===== config.mk =====
export PLATFORM = sky130hd
export DESIGN_NAME = ipfe_front_end
export DESIGN_NICKNAME = d
export VERILOG_FILES = /design/src/rtl/ipfe_pkg.sv /design/src/rtl/ipfe_front_end.sv
export VERILOG_INCLUDE_DIRS = /design/src /design/src/rtl
export SDC_FILE = /design/constraint.sdc
export NUM_CORES = 1
export LEC_CHECK = 0
export BUFFER_PORTS_ARGS = -buffer_cell sky130_fd_sc_hd__clkbuf_2
export CORE_MARGIN = 2
export CORE_UTILIZATION = 42
export DETAILED_ROUTE_END_ITERATION = 8
export MAX_ROUTING_LAYER = met4
export PLACE_DENSITY = 0.81
export SLEW_MARGIN = 10
export SYNTH_ARGS = -nofsm -noshare
export SYNTH_HDL_FRONTEND = slang
export SYNTH_SLANG_ARGS = --single-unit

===== constraint.sdc =====
create_clock -name clk -period 1.7 [get_ports clk]
set_input_delay 0.085 -clock clk [delete_from_list [all_inputs] [get_ports clk]]
set_output_delay 0.085 -clock clk [all_outputs]
set_load 0.02 [all_outputs]

===== src/rtl/ipfe_defines.svh =====
// constants of the interrupt pin front end
`ifndef IPFE_DEFINES_SVH
`define IPFE_DEFINES_SVH
`define IPFE_NUM_REQ        5
`define IPFE_VEC_W          8
`define IPFE_VEC_NMI        8'h02
`define IPFE_VEC_REQ0       8'h0c
`define IPFE_VEC_REQ1       8'h0d
`define IPFE_VEC_REQ2       8'h0e
`define IPFE_VEC_REQ3       8'h0f
`define IPFE_VEC_REQ4       8'h11
`endif


===== src/rtl/ipfe_pkg.sv =====
// types of the interrupt pin front end
`default_nettype none
package ipfe_pkg;
	typedef enum logic [2:0] {
		IPFE_SRC_NONE,
		IPFE_SRC_NMI,
		IPFE_SRC_MASKABLE
	} ipfe_src_t;

	typedef struct packed {
		logic       valid;
		ipfe_src_t  src;
		logic [7:0] vector;
		logic [2:0] index;
	} ipfe_take_t;
endpackage
`default_nettype wire


===== src/rtl/ipfe_front_end.sv =====
// interrupt pin front end: request sync, triggering, cascade/slave pins, nmi
// Operation
// - sync every maskable request; edge or level mode
// - taken request zero to four uses own vector
// - cascade on request 0 makes pin 2 acknowledge
// - cascade on request 1 makes pin 3 acknowledge
// - slave mode makes pin 3 request output unless cascade on request 1 is set
// - nmi highest priority, unmaskable, fixed vector
// - nmi kept out of maskable priority resolution
// - no nmi in-service bit; nmi may nest
// - taking any interrupt clears interrupt enable flag
// - nmi rising edge latched, serviced at boundary
// - nmi held high through reset does nothing
`include "ipfe_defines.svh"
`timescale 1ns/1ps
`default_nettype none
module ipfe_front_end (
	input  wire logic                    clk,
	input  wire logic                    rst,
	input  wire logic [4:0]              ext_request_pin,
	input  wire logic                    nonmaskable_request,
	input  wire logic [4:0]              edge_mode,
	input  wire logic [4:0]              mask,
	input  wire logic [1:0]              cascade_mode,
	input  wire logic                    slave_mode,
	input  wire logic                    slave_request,
	input  wire logic                    boundary,
	input  wire logic                    ack_done,
	input  wire logic                    set_enable,
	output logic                         interrupt_enable_flag,
	output logic [4:0]                   pending,
	output ipfe_pkg::ipfe_take_t         take,
	output logic                         in_service,
	output logic                         cascade_ack_0,
	output logic                         cascade_ack_1,
	output logic                         slave_request_out,
	output logic [1:0]                   pin_oe
);
	logic [4:0] sync1;
	logic [4:0] sync2;
	logic [4:0] sync_prev;
	logic [4:0] edge_latch;
	logic       nmi_s1;
	logic       nmi_s2;
	logic       nmi_prev;
	logic       nmi_latch;
	logic [4:0] ack_onehot;
	logic [2:0] serving;

	// pins 2 and 3 turned into outputs are not request inputs
	wire [4:0] input_use = {1'b1, ~(cascade_mode[1] | slave_mode), ~cascade_mode[0], 2'b11};
	wire [4:0] rising    = sync2 & ~sync_prev;
	wire [4:0] raw_req   = (edge_mode & edge_latch) | (~edge_mode & sync2);
	wire [4:0] req_vis   = raw_req & input_use;
	wire [4:0] eligible  = req_vis & ~mask;
	// nmi edge is found behind the same two flops as the request pins
	wire       nmi_rise  = nmi_s2 & ~nmi_prev;
	wire       nmi_pend  = nmi_latch | nmi_rise;
	// lowest index wins; nmi is decided apart from this chain
	wire [2:0] win_idx   = eligible[0] ? 3'd0 : eligible[1] ? 3'd1 : eligible[2] ? 3'd2 :
	                       eligible[3] ? 3'd3 : 3'd4;
	// nmi ignores mask and enable flag and beats every maskable source
	wire       take_nmi  = boundary & nmi_pend;
	// maskable takes wait while an nmi is pending
	wire       take_mask = boundary & ~nmi_pend & interrupt_enable_flag & (|eligible);
	// each input keeps its own vector entry
	wire [7:0] mask_vec  = (win_idx == 3'd0) ? `IPFE_VEC_REQ0 :
	                       (win_idx == 3'd1) ? `IPFE_VEC_REQ1 :
	                       (win_idx == 3'd2) ? `IPFE_VEC_REQ2 :
	                       (win_idx == 3'd3) ? `IPFE_VEC_REQ3 : `IPFE_VEC_REQ4;
	wire [4:0] take_bit  = take_mask ? (5'h01 << win_idx) : 5'h00;

	assign pending = req_vis;

	// synchroniser stages carry no reset: they only fill with pin levels
	always_ff @(posedge clk) begin
		sync1     <= ext_request_pin;
		sync2     <= sync1;
		nmi_s1    <= nonmaskable_request;
		nmi_s2    <= nmi_s1;
		if (rst) begin
			sync_prev  <= 5'h1f;
			edge_latch <= 5'h00;
			nmi_prev   <= 1'b1;
			nmi_latch  <= 1'b0;
		end else begin
			sync_prev  <= sync2;
			// new edge wins over a same-cycle take
			// level inputs keep no latch, else a stale edge shows up on a mode change
			edge_latch <= ((edge_latch & ~take_bit) | rising) & edge_mode;
			nmi_prev   <= nmi_s2;
			// latched until the next boundary; a fresh edge re-arms it
			nmi_latch  <= nmi_pend & ~take_nmi | (take_nmi & nmi_latch & nmi_rise);
		end
	end

	// reset primes the previous-value flops high so a held level is no edge

	// take record stands one cycle only; its users must catch it then
	always_ff @(posedge clk) begin
		if (rst) begin
			interrupt_enable_flag <= 1'b0;
			take                  <= '0;
			in_service            <= 1'b0;
			serving               <= 3'd0;
		end else begin
			take.valid <= take_nmi | take_mask;
			take.src   <= take_nmi ? ipfe_pkg::IPFE_SRC_NMI :
			              take_mask ? ipfe_pkg::IPFE_SRC_MASKABLE : ipfe_pkg::IPFE_SRC_NONE;
			take.vector <= take_nmi ? `IPFE_VEC_NMI : take_mask ? mask_vec : 8'h00;
			take.index  <= take_mask ? win_idx : 3'd0;
			if (take_nmi | take_mask) begin
				interrupt_enable_flag <= 1'b0;
			end else if (set_enable) begin
				interrupt_enable_flag <= 1'b1;
			end
			// only maskable takes enter service; nmi has no bit
			if (take_mask) begin
				in_service <= 1'b1;
				serving    <= win_idx;
			end else if (ack_done) begin
				in_service <= 1'b0;
			end
		end
	end

	assign ack_onehot = in_service ? (5'h01 << serving) : 5'h00;

	// pins are registered so a turned-around pin never glitches
	always_ff @(posedge clk) begin
		if (rst) begin
			cascade_ack_0     <= 1'b0;
			cascade_ack_1     <= 1'b0;
			slave_request_out <= 1'b0;
			pin_oe            <= 2'b00;
		end else begin
			cascade_ack_0     <= cascade_mode[0] & ack_onehot[0];
			cascade_ack_1     <= cascade_mode[1] & ack_onehot[1];
			slave_request_out <= slave_mode & ~cascade_mode[1] & slave_request;
			// cascade on pin 3 overrules slave mode when both are set
			pin_oe            <= {cascade_mode[1] | slave_mode, cascade_mode[0]};
		end
	end
endmodule
`default_nettype wire


==> metrics, run 1 <==
status finished clean; syn_area_per_cell 10.64 sq um; final instance area 2017 sq um; final net count 236; GR Overflow Total 0; Non-Filler Instances 258; max-slew violations 0; RR Startpoint sync2[2]$_DFF_P_; hold slack 0.02674 ns; ant diodes 0; Warnings, synthesis 0; num ports 52; clock tree sinks 44; post-route total power 1.807 mW; Worst Path Max Fanout 7; final wirelength 2914 microns; CTS max path bufs 2; Critical Path Start slave_mode; Min-Delay Startpoint slave_request; Inst Count DP 233; vias per inst 4.702; Synth-to-Final Area Change 33.55%; DP Wirelength 2057 microns; number of DRC markers in iteration 0 26; RSZ-0062 raised after global routing no; Worst Skew 0.007163 ns; main combinational cell family by area after synthesis simple AND/OR/NAND/NOR gates; vias in the first global route 1057; Inserted Clock Buffers 5; Synth Area in Simple Gates 20.05%; Reg clk slew, reported paths 0.12 ns; die height 63.97 microns; Cell Rows 21; Peak supply drop 620.7 uV; Post-synth EDFFs 0; Wirelength per Cell 11.29 microns; Synth Register Bits 44; HP Class in -> reg; LEAKAGE 0.8931 nW; Initial Util 44.56%; first-pass GRT wire length 4540 microns; Clock Latency Late Sink 0.35 ns; final worst slack 0.08348 ns; full die area 4092 sq um; required time at the worst-slack endpoint 1.98 ns; Placed Area 1784 sq um; Root Buffer clkbuf_4; cell taking the most area after synthesis dfxtp_1; routability cong. 0.8007; CTS tree yes; gr usage total 15.36%; critical setup path kind in -> reg; Core Util, Final 59.51%; Synth Flop Type dfxtp_1; Post-synth ARST share 0%; Max Clk Rate 0.6186 GHz; synth top area cells dfxtp_1, nand2b_1, nor2_1; Setup violations, final 0; pre-CTS setup slack 0.1717 ns; multiplexer area fraction after synthesis 4.888%; register area share after synthesis 58.33%; Post-route DRC 0; I/O Buffers 47; final setup TNS 0 ns; Chip Width 63.97 microns; router iterations before antenna repair 4; Core ar. 3390 sq um; H-tree Lvls 2; final hold vios 0; CP startpoint kind input pin; area fraction of the dominant cell type after synthesis 58.33%; Tmin final 1.617 ns; post-synthesis cell count 142; Yosys cell types 34; via count 1213; crit path capture type flop; largest net degree at the start of global routing 15; MaxCap Viol Count 0; adder-cell share of the synthesized area 0.6628%; crit path DAT 1.90 ns; Detail Route Antenna Nets 0; initial antenna violation count 0; Post-Synthesis Cell Area 1510 sq um; Synth Area in Compound Gates 11.85%; share of cells above drive strength 1 34.43%; crit share post-route 95.09%; XOR/XNOR Fraction of Synth Area 0%; Pwr per Cell Area 895.8 nW/um^2
-- power by group --
part	internal, mW	switching [mW]	total [mW]
Sequential	1.07	0.0148	1.08
Combinational	0.102	0.115	0.217
Clock	0.197	0.310	0.506
-- cell type report --
type	count	area, sq um
clock buffer	6	51.30
clock inverter	2	10.01
fill	293	1373
inverter	4	15.01
multi-input combinational	90	584.3
sequential	44	880.8
tap	46	57.56
timing repair buffer	66	417.9
-- sequential cells by signal, indices dropped and copies added, names as in the netlist, 2 cells and up --
| name | count |
|---|---|
| pin_oe | 2 |
| serving | 3 |
| sync_prev | 5 |
| sync2 | 5 |
| sync1 | 5 |
| take | 10 |
| edge_latch | 5 |
-- path summary, 6_finish.rpt --
kind / endpoint / slack [ns] / depth (start not counted)
setup / recovery: take[3]$_SDFF_PP0_ / 0.08 / 7
hold / removal: slave_request_out$_SDFF_PP0_ / 0.03 / 2
setup reg to reg: serving[0]$_SDFFE_PP0P_ / 0.17 / 5
hold reg to reg: sync2[3]$_DFF_P_ / 0.33 / 0
-- what timing repair did --
action | CTS | global route
buffers inserted | 0 | 1
gates resized for setup | 0 | 1
endpoints found under the setup margin | 0 | 2
hold buffers | 16 | 0
hold endpoints to repair | 16 | 0
-- placed cells by master, fill, tap and decap left out, types with 4 or more instances in the layout --
cell           Yosys  final
clkbuf_2           0     47
clkbuf_4           0      5
a21oi_1            8      8
nand2_1           10     10
or2_2              6      6
dlygate4sd3_1      0     16
nand2b_1          10     10
nor2_1            14     14
dfxtp_1           44     44
nor2b_1            5      5
conb_1             1      4
-- kinds of logic after synthesis --
| kind of cell | Yosys count |
|---|---|
| other | 1 |
| and+or+nand+nor | 57 |
| muxes | 6 |
| adders and majority gates | 1 |
| DFF | 44 |
| AOI/OAI and AO/OA | 22 |
| buffers and inverters | 11 |
-- cell usage after synthesis (2+ instances only) --
master and count:
buf_4 5, o21ai_0 2, nor3_1 3, nor2_1 14, nor4_1 2, mux2i_1 3, a21oi_1 8, clkbuf_1 2
nand2_1 10, dfxtp_1 44, inv_1 3, o31ai_1 3, nand3_1 2, mux2_4 2, or2_2 6, a211o_1 2
nand2b_1 10, nor2b_1 5
-- worst max-delay path, stage by stage --
cell and delay [ns]:
dlygate4sd3_1 0.53, clkbuf_2 0.14, or3_4 0.40, o2bb2ai_2 0.29
o31ai_4 0.12, buf_4 0.17, nor3_1 0.16
-- layer usage --
layer | GRT usage [%] | vias up | part of all wire, %
li1 | - | 614 | -
met1 | 17.89 | 540 | 46
met2 | 22.01 | 53 | 45
met3 | 6.338 | 6 | 7.1
met4 | 9.239 | 0 | 2.1
met5 | - | - | 0
(Power assumes the default switching activity.)
==> run 2: changes to the inputs <==
--- a/config.mk
+++ b/config.mk
@@ -7,11 +7,13 @@
 export NUM_CORES = 1
 export LEC_CHECK = 0
 export BUFFER_PORTS_ARGS = -buffer_cell sky130_fd_sc_hd__clkbuf_2
+export CELL_PAD_IN_SITES_DETAIL_PLACEMENT = 1
+export CELL_PAD_IN_SITES_GLOBAL_PLACEMENT = 1
 export CORE_MARGIN = 2
-export CORE_UTILIZATION = 42
+export CORE_UTILIZATION = 36
 export DETAILED_ROUTE_END_ITERATION = 8
 export MAX_ROUTING_LAYER = met4
-export PLACE_DENSITY = 0.81
+export PLACE_DENSITY = 0.88
 export SLEW_MARGIN = 10
 export SYNTH_ARGS = -nofsm -noshare
 export SYNTH_HDL_FRONTEND = slang
==> metrics, run 2 (same netlist as run 1, synthesis figures left out) <==
Post-CTS Hold Buffers 6 (-10); Register Area 880.8 sq um (unchanged); vias in the first global route 1169 (+11%); Core ar. 4029 sq um (+19%); H-tree Lvls 2 (unchanged); MaxCap Viol Count 0 (unchanged); Non-Filler Instances 252 (-2.3%); required time at the worst-slack endpoint 1.93 ns (-0.05 ns); commonest non-fill, non-tap cell in the layout clkbuf_2; commonest non-fill, non-tap cells in the layout clkbuf_2, dfxtp_1, nor2_1; Root Buffer clkbuf_8; via count 1184 (-2.4%); Setup violations, final 0 (unchanged); vias per inst 4.698 (about the same); HP Class in -> reg; Wirelength per Cell 12.98 microns (+15%); final setup TNS 0 ns (unchanged); most flop-heavy register take; Inserted Clock Buffers 5 (unchanged); final hold vios 0 (unchanged); router iterations before antenna repair 4 (unchanged); DP Wirelength 2518 microns (+22%); Reg clk slew, reported paths 0.07 ns (-0.05 ns); Worst Path Max Fanout 10 (+3); setup bufs post-CTS 0 (unchanged); max FFs per register 10 (unchanged); Max Clk Rate 0.6469 GHz (+4.6%); Pwr per Cell Area 990.5 nW/um^2 (+11%); Initial Util 37.48% (-7.1 points); Flop pwr share 56.2% (-3.8 points); Chip Width 68.77 microns (+7.5%); Peak supply drop 548.9 uV (-12%); Clock Latency Late Sink 0.29 ns (-0.06 ns); switching part of the total 22.92% (-1.4 points); RSZ-0062 raised after global routing no; status finished clean; final wirelength 3270 microns (+12%); crit path DAT 1.78 ns (-0.12 ns); Post-route DRC 0 (unchanged); crit share post-route 90.94% (-4.2 points); NetSw 0.4420 mW (+0.62%); part of the power in the clock network 33.3% (+5.3 points); final net count 226 (-4.2%); post-CTS sizing 0 (unchanged); internal power 1.486 mW (+8.7%); Detail Route Antenna Nets 0 (unchanged); I/O Buffers 47 (unchanged); first-pass GRT wire length 5188 microns (+14%); CTS max path bufs 2 (unchanged); GR Overflow Total 0 (unchanged); max-slew violations 0 (unchanged); CP startpoint kind flop; Tmin final 1.546 ns (-0.07061 ns); routability cong. 0.8359 (+4.4%); number of DRC markers in iteration 0 36 (+38%); crit path capture type flop; final-layout fill cell count 475 (+62%); CTS tree yes; initial antenna violation count 0 (unchanged); gr usage total 15.59% (+0.23 points); die height 68.77 microns (+7.5%); num ports 52 (unchanged); largest net degree at the start of global routing 15 (unchanged); LEAKAGE 0.8601 nW (-3.7%); combinational power share 10.5% (-1.5 points); clock tree sinks 44 (unchanged); Cell Rows 23 (+9.5%); critical setup path kind reg -> reg; full die area 4729 sq um (+16%); Worst Skew 0.004873 ns (-0.002290 ns); ant diodes 0 (unchanged); Inst Count DP 238 (+2.1%); multi-input combinational cell area 580.6 sq um (-0.64%); share of cells above drive strength 1 34.65% (+0.22 points); Synth-to-Final Area Change 28.91%
==> run 2: changes by cell type in the layout (fill, tap and decap cells not counted), sizes merged <==
cell         change
clkinv           -2
dlygate4sd3     -10
clkbuf           +2
==> run 2: cell type report <==
type	instances	share of cell area (%)
Clock buffer	8	4.627
Inverter	4	0.7712
Multi-Input combinational cell	90	29.82
Sequential cell	44	45.24
Tap cell	50	3.213
Timing Repair Buffer	56	16.32
==> run 2: path summary, 6_finish.rpt <==
path,start,to,slack (ns),cells past startpoint
setup / recovery,sync2[2]$_DFF_P_,interrupt_enable_flag$_SDFFE_PP0P_,0.15,4
hold / removal,edge_mode[0],edge_latch[0]$_SDFF_PP0_,0.03,3
setup reg to reg,sync2[2]$_DFF_P_,interrupt_enable_flag$_SDFFE_PP0P_,0.15,4
hold reg to reg,sync1[1]$_DFF_P_,sync2[1]$_DFF_P_,0.33,0
==> run 2: critical path, cell delays in order, from the launching register on <==
cell and delay (ns):
dfxtp_1 0.32, mux2_4 0.29, o2bb2ai_2 0.18, o31ai_4 0.44, o2111a_1 0.25
==> run 2: power groups by stage <==
stage / clock network, mW / logic (mW) / registers (mW)
after detailed placement: 0 / 0.193 / 1.11
after floorplan: 0 / 0.107 / 1.12
final: 0.643 / 0.203 / 1.08
after global placement: 0 / 0.188 / 1.11
after global routing: 0.710 / 0.223 / 1.09
after CTS: 0.663 / 0.205 / 1.08
==> run 2: metal layers <==
metal	vias to the layer above	global-route usage, %	wire (microns)
met5	-	-	0
met4	0	5.147	47
met3	8	4.870	200
met2	35	26.08	1631
met1	547	17.75	1390
li1	594	-	-
==> run 2: through the flow <==
stage	area, sq um	hold WS, ns	utilization (%)	power (mW)	setup WS, ns
finish	1947	0.02989	48.32	1.928	0.1541
CTS	1947	0.02101	48.32	1.951	0.1567
global route	1947	0.02976	48.32	2.020	0.05711
floorplan	1521	0.1127	-	1.225	0.2485
global placement	1797	0.1874	44.60	1.295	0.2145
detailed placement	1797	0.1898	44.60	1.301	0.1851
==> run 3: changes to the inputs <==
--- a/config.mk
+++ b/config.mk
@@ -6,14 +6,15 @@
 export SDC_FILE = /design/constraint.sdc
 export NUM_CORES = 1
 export LEC_CHECK = 0
+export ABC_AREA = 1
 export BUFFER_PORTS_ARGS = -buffer_cell sky130_fd_sc_hd__clkbuf_2
 export CELL_PAD_IN_SITES_DETAIL_PLACEMENT = 1
 export CELL_PAD_IN_SITES_GLOBAL_PLACEMENT = 1
 export CORE_MARGIN = 2
-export CORE_UTILIZATION = 36
+export CORE_UTILIZATION = 35
 export DETAILED_ROUTE_END_ITERATION = 8
 export MAX_ROUTING_LAYER = met4
-export PLACE_DENSITY = 0.88
+export PLACE_DENSITY_LB_ADDON = 0.25
 export SLEW_MARGIN = 10
 export SYNTH_ARGS = -nofsm -noshare
 export SYNTH_HDL_FRONTEND = slang
==> metrics, run 3 <==
Pwr per Cell Area 972.4 nW/um^2 (-1.8%); Tmin final 1.496 ns (-0.04975 ns); critical setup path kind in -> reg; Yosys cell types 25 (-26%); final wirelength 3164 microns (-3.2%); critical path's top delay family simple AND/OR/NAND/NOR gates; hold path cells 2 (-1); CTS max path bufs 2 (unchanged); Crit-path slowest cell dlygate4sd3_1; Synth-to-Final Area Change 29.14%; area fraction of the dominant cell type after synthesis 56.82% (-1.5 points); syn_area_per_cell 8.709 sq um (-18%); Top cell by count, worst path nand2_1; synth top area cells dfxtp_1, nand2_1, inv_1; initial antenna violation count 0 (unchanged); R2R depth 9 (+5); I/O Buffers 47 (unchanged); Root Buffer clkbuf_8; Synth Flop Type dfxtp_1; status finished clean; Detail Route Antenna Nets 0 (unchanged); number of DRC markers in iteration 0 17 (-53%); Cell Rows 24 (+4.3%); Wirelength per Cell 10.87 microns (-16%); Warnings, synthesis 0 (unchanged); final instance area 2002 sq um (+2.8%); GR Overflow Total 0 (unchanged); Max Clk Rate 0.6684 GHz (+3.3%); final setup TNS 0 ns (unchanged); max FFs per register 10 (unchanged); Post-route DRC 0 (unchanged); largest net degree at the start of global routing 15 (unchanged); Core ar. 4324 sq um (+7.3%); H-tree Lvls 2 (unchanged); setup bufs post-CTS 0 (unchanged); share of cells above drive strength 1 31.38% (-3.3 points); first-pass GRT wire length 5451 microns (+5.1%); most frequent cell after synthesis dfxtp_1; RSZ-0062 raised after global routing no; post-CTS sizing 0 (unchanged); most flop-heavy register take; Placed Area 1832 sq um (+2.0%); Worst Skew 0.002878 ns (-0.001995 ns); full die area 4977 sq um (+5.2%); crit share post-route 88.01% (-2.9 points); CP startpoint kind input pin; CP Cell Sequence dlygate4sd3_1 -> clkbuf_2 -> nor2_1 -> nand3_1 -> nand2_1 -> nor2_4 -> nand2_4 -> nand3_4 -> inv_4 -> nand2_2 -> nand2_1; crit path DAT 1.73 ns (-0.05 ns); cell taking the most area after synthesis dfxtp_1; CTS tree yes; router iterations before antenna repair 4 (unchanged); max-slew violations 0 (unchanged); routability cong. 0.7657 (-8.4%); ant diodes 0 (unchanged); clock tree sinks 44 (unchanged); register area share after synthesis 56.82% (-1.5 points); Post-Synthesis Cell Area 1550 sq um (+2.7%); LEAKAGE 1.019 nW (+18%); Non-Filler Instances 291 (+15%); synth cell count leaders dfxtp_1, nand2_1, inv_1, nor2_1, nand3_1; Post-CTS Hold Buffers 8 (+2); Inst Count DP 275 (+16%); required time at the worst-slack endpoint 1.93 ns (about the same); Worst Path Max Fanout 7 (-3); die height 70.55 microns (+2.6%); commonest non-fill, non-tap cells in the layout clkbuf_2, dfxtp_1, nand2_1; Setup violations, final 0 (unchanged); final hold vios 0 (unchanged); final net count 263 (+16%); slowest stage delay, CP 0.53 ns (+0.09 ns); vias in the first global route 1321 (+13%); Chip Width 70.55 microns (+2.6%); Peak supply drop 404.0 uV (-26%); Synth Register Bits 44 (unchanged); num ports 52 (unchanged); Inserted Clock Buffers 5 (unchanged); vias per inst 4.357 (-7.3%); MaxCap Viol Count 0 (unchanged); CP bufs+invs 3 (+3); commonest non-fill, non-tap cell in the layout clkbuf_2; Clock Latency Late Sink 0.29 ns (about the same); Post-synth ARST share 0% (unchanged); via count 1268 (+7.1%); gr usage total 14.35% (-1.2 points); DP Wirelength 2464 microns (-2.2%); Initial Util 35.85% (-1.6 points); CP Depth 11 (+7); post-synthesis cell count 178 (+25%); crit path capture type flop; Reg clk slew, reported paths 0.07 ns (about the same); HP Class in -> reg; Post-synth EDFFs 0 (unchanged)
-- run 3: kinds of logic (layout without fill, tap and decap cells) --
group	count (synthesis)	after routing	share of synthesized area [%]
and+or+nand+nor	85	85	28.01
DFF	44	44	56.82
buffers and inverters	32	90	9.121
AOI/OAI and AO/OA	16	16	5.811
other	1	4	0.2419
-- run 3: worst reg2reg max path, stage by stage, from the launching register on --
cell	delay (ns)
dfxtp_1	0.33
or2_1	0.23
nand3_2	0.11
nand2_4	0.08
nor2_4	0.16
nand2_4	0.12
nand3_4	0.12
inv_4	0.04
nand2_2	0.07
nand2_1	0.05
-- run 3: cell type report --
cell class	instances	area [sq um]
Fill cell	546	2322
Timing Repair Buffer	57	330.3
Multi-Input combinational cell	105	539.3
Sequential cell	44	880.8
Inverter	25	96.34
Clock buffer	8	90.09
Tap cell	52	65.06
-- run 3: stage by stage --
stage                     util (%)  total power [mW]  setup WS, ns  hold slack, ns
final                        46.30             1.947        0.2038         0.01107
after detailed placement     42.36             1.308        0.2832          0.1898
after CTS                    46.30             1.985        0.1884        0.007112
after global placement       42.36             1.304        0.3413          0.1877
after floorplan                  -             1.239        0.1407          0.1127
after global routing         46.30             2.050       0.07312         0.02611
-- run 3: routing by layer --
layer	part of all wire (%)	vias up	GRT usage (%)
li1	-	655	-
met1	44	582	15.25
met2	50	29	25.05
met3	5.1	2	4.701
met4	0.54	0	5.031
met5	0	-	-
-- run 3: power by group --
part	switching (mW)	leakage (nW)	internal (mW)	total, mW
registers	0.0135	0.363	1.07	1.08
clock network	0.321	0.0455	0.331	0.653
logic	0.129	0.611	0.0826	0.212
-- run 3: final timing paths --
| check | start | end | slack [ns] |
|---|---|---|---|
| hold reg to reg | sync1[3]$_DFF_P_ | sync2[3]$_DFF_P_ | 0.33 |
| hold / removal | ack_done | in_service$_SDFFE_PP0P_ | 0.01 |
| setup / recovery | cascade_mode[1] | serving[1]$_SDFFE_PP0P_ | 0.20 |
| setup reg to reg | sync2[1]$_DFF_P_ | serving[1]$_SDFFE_PP0P_ | 0.28 |
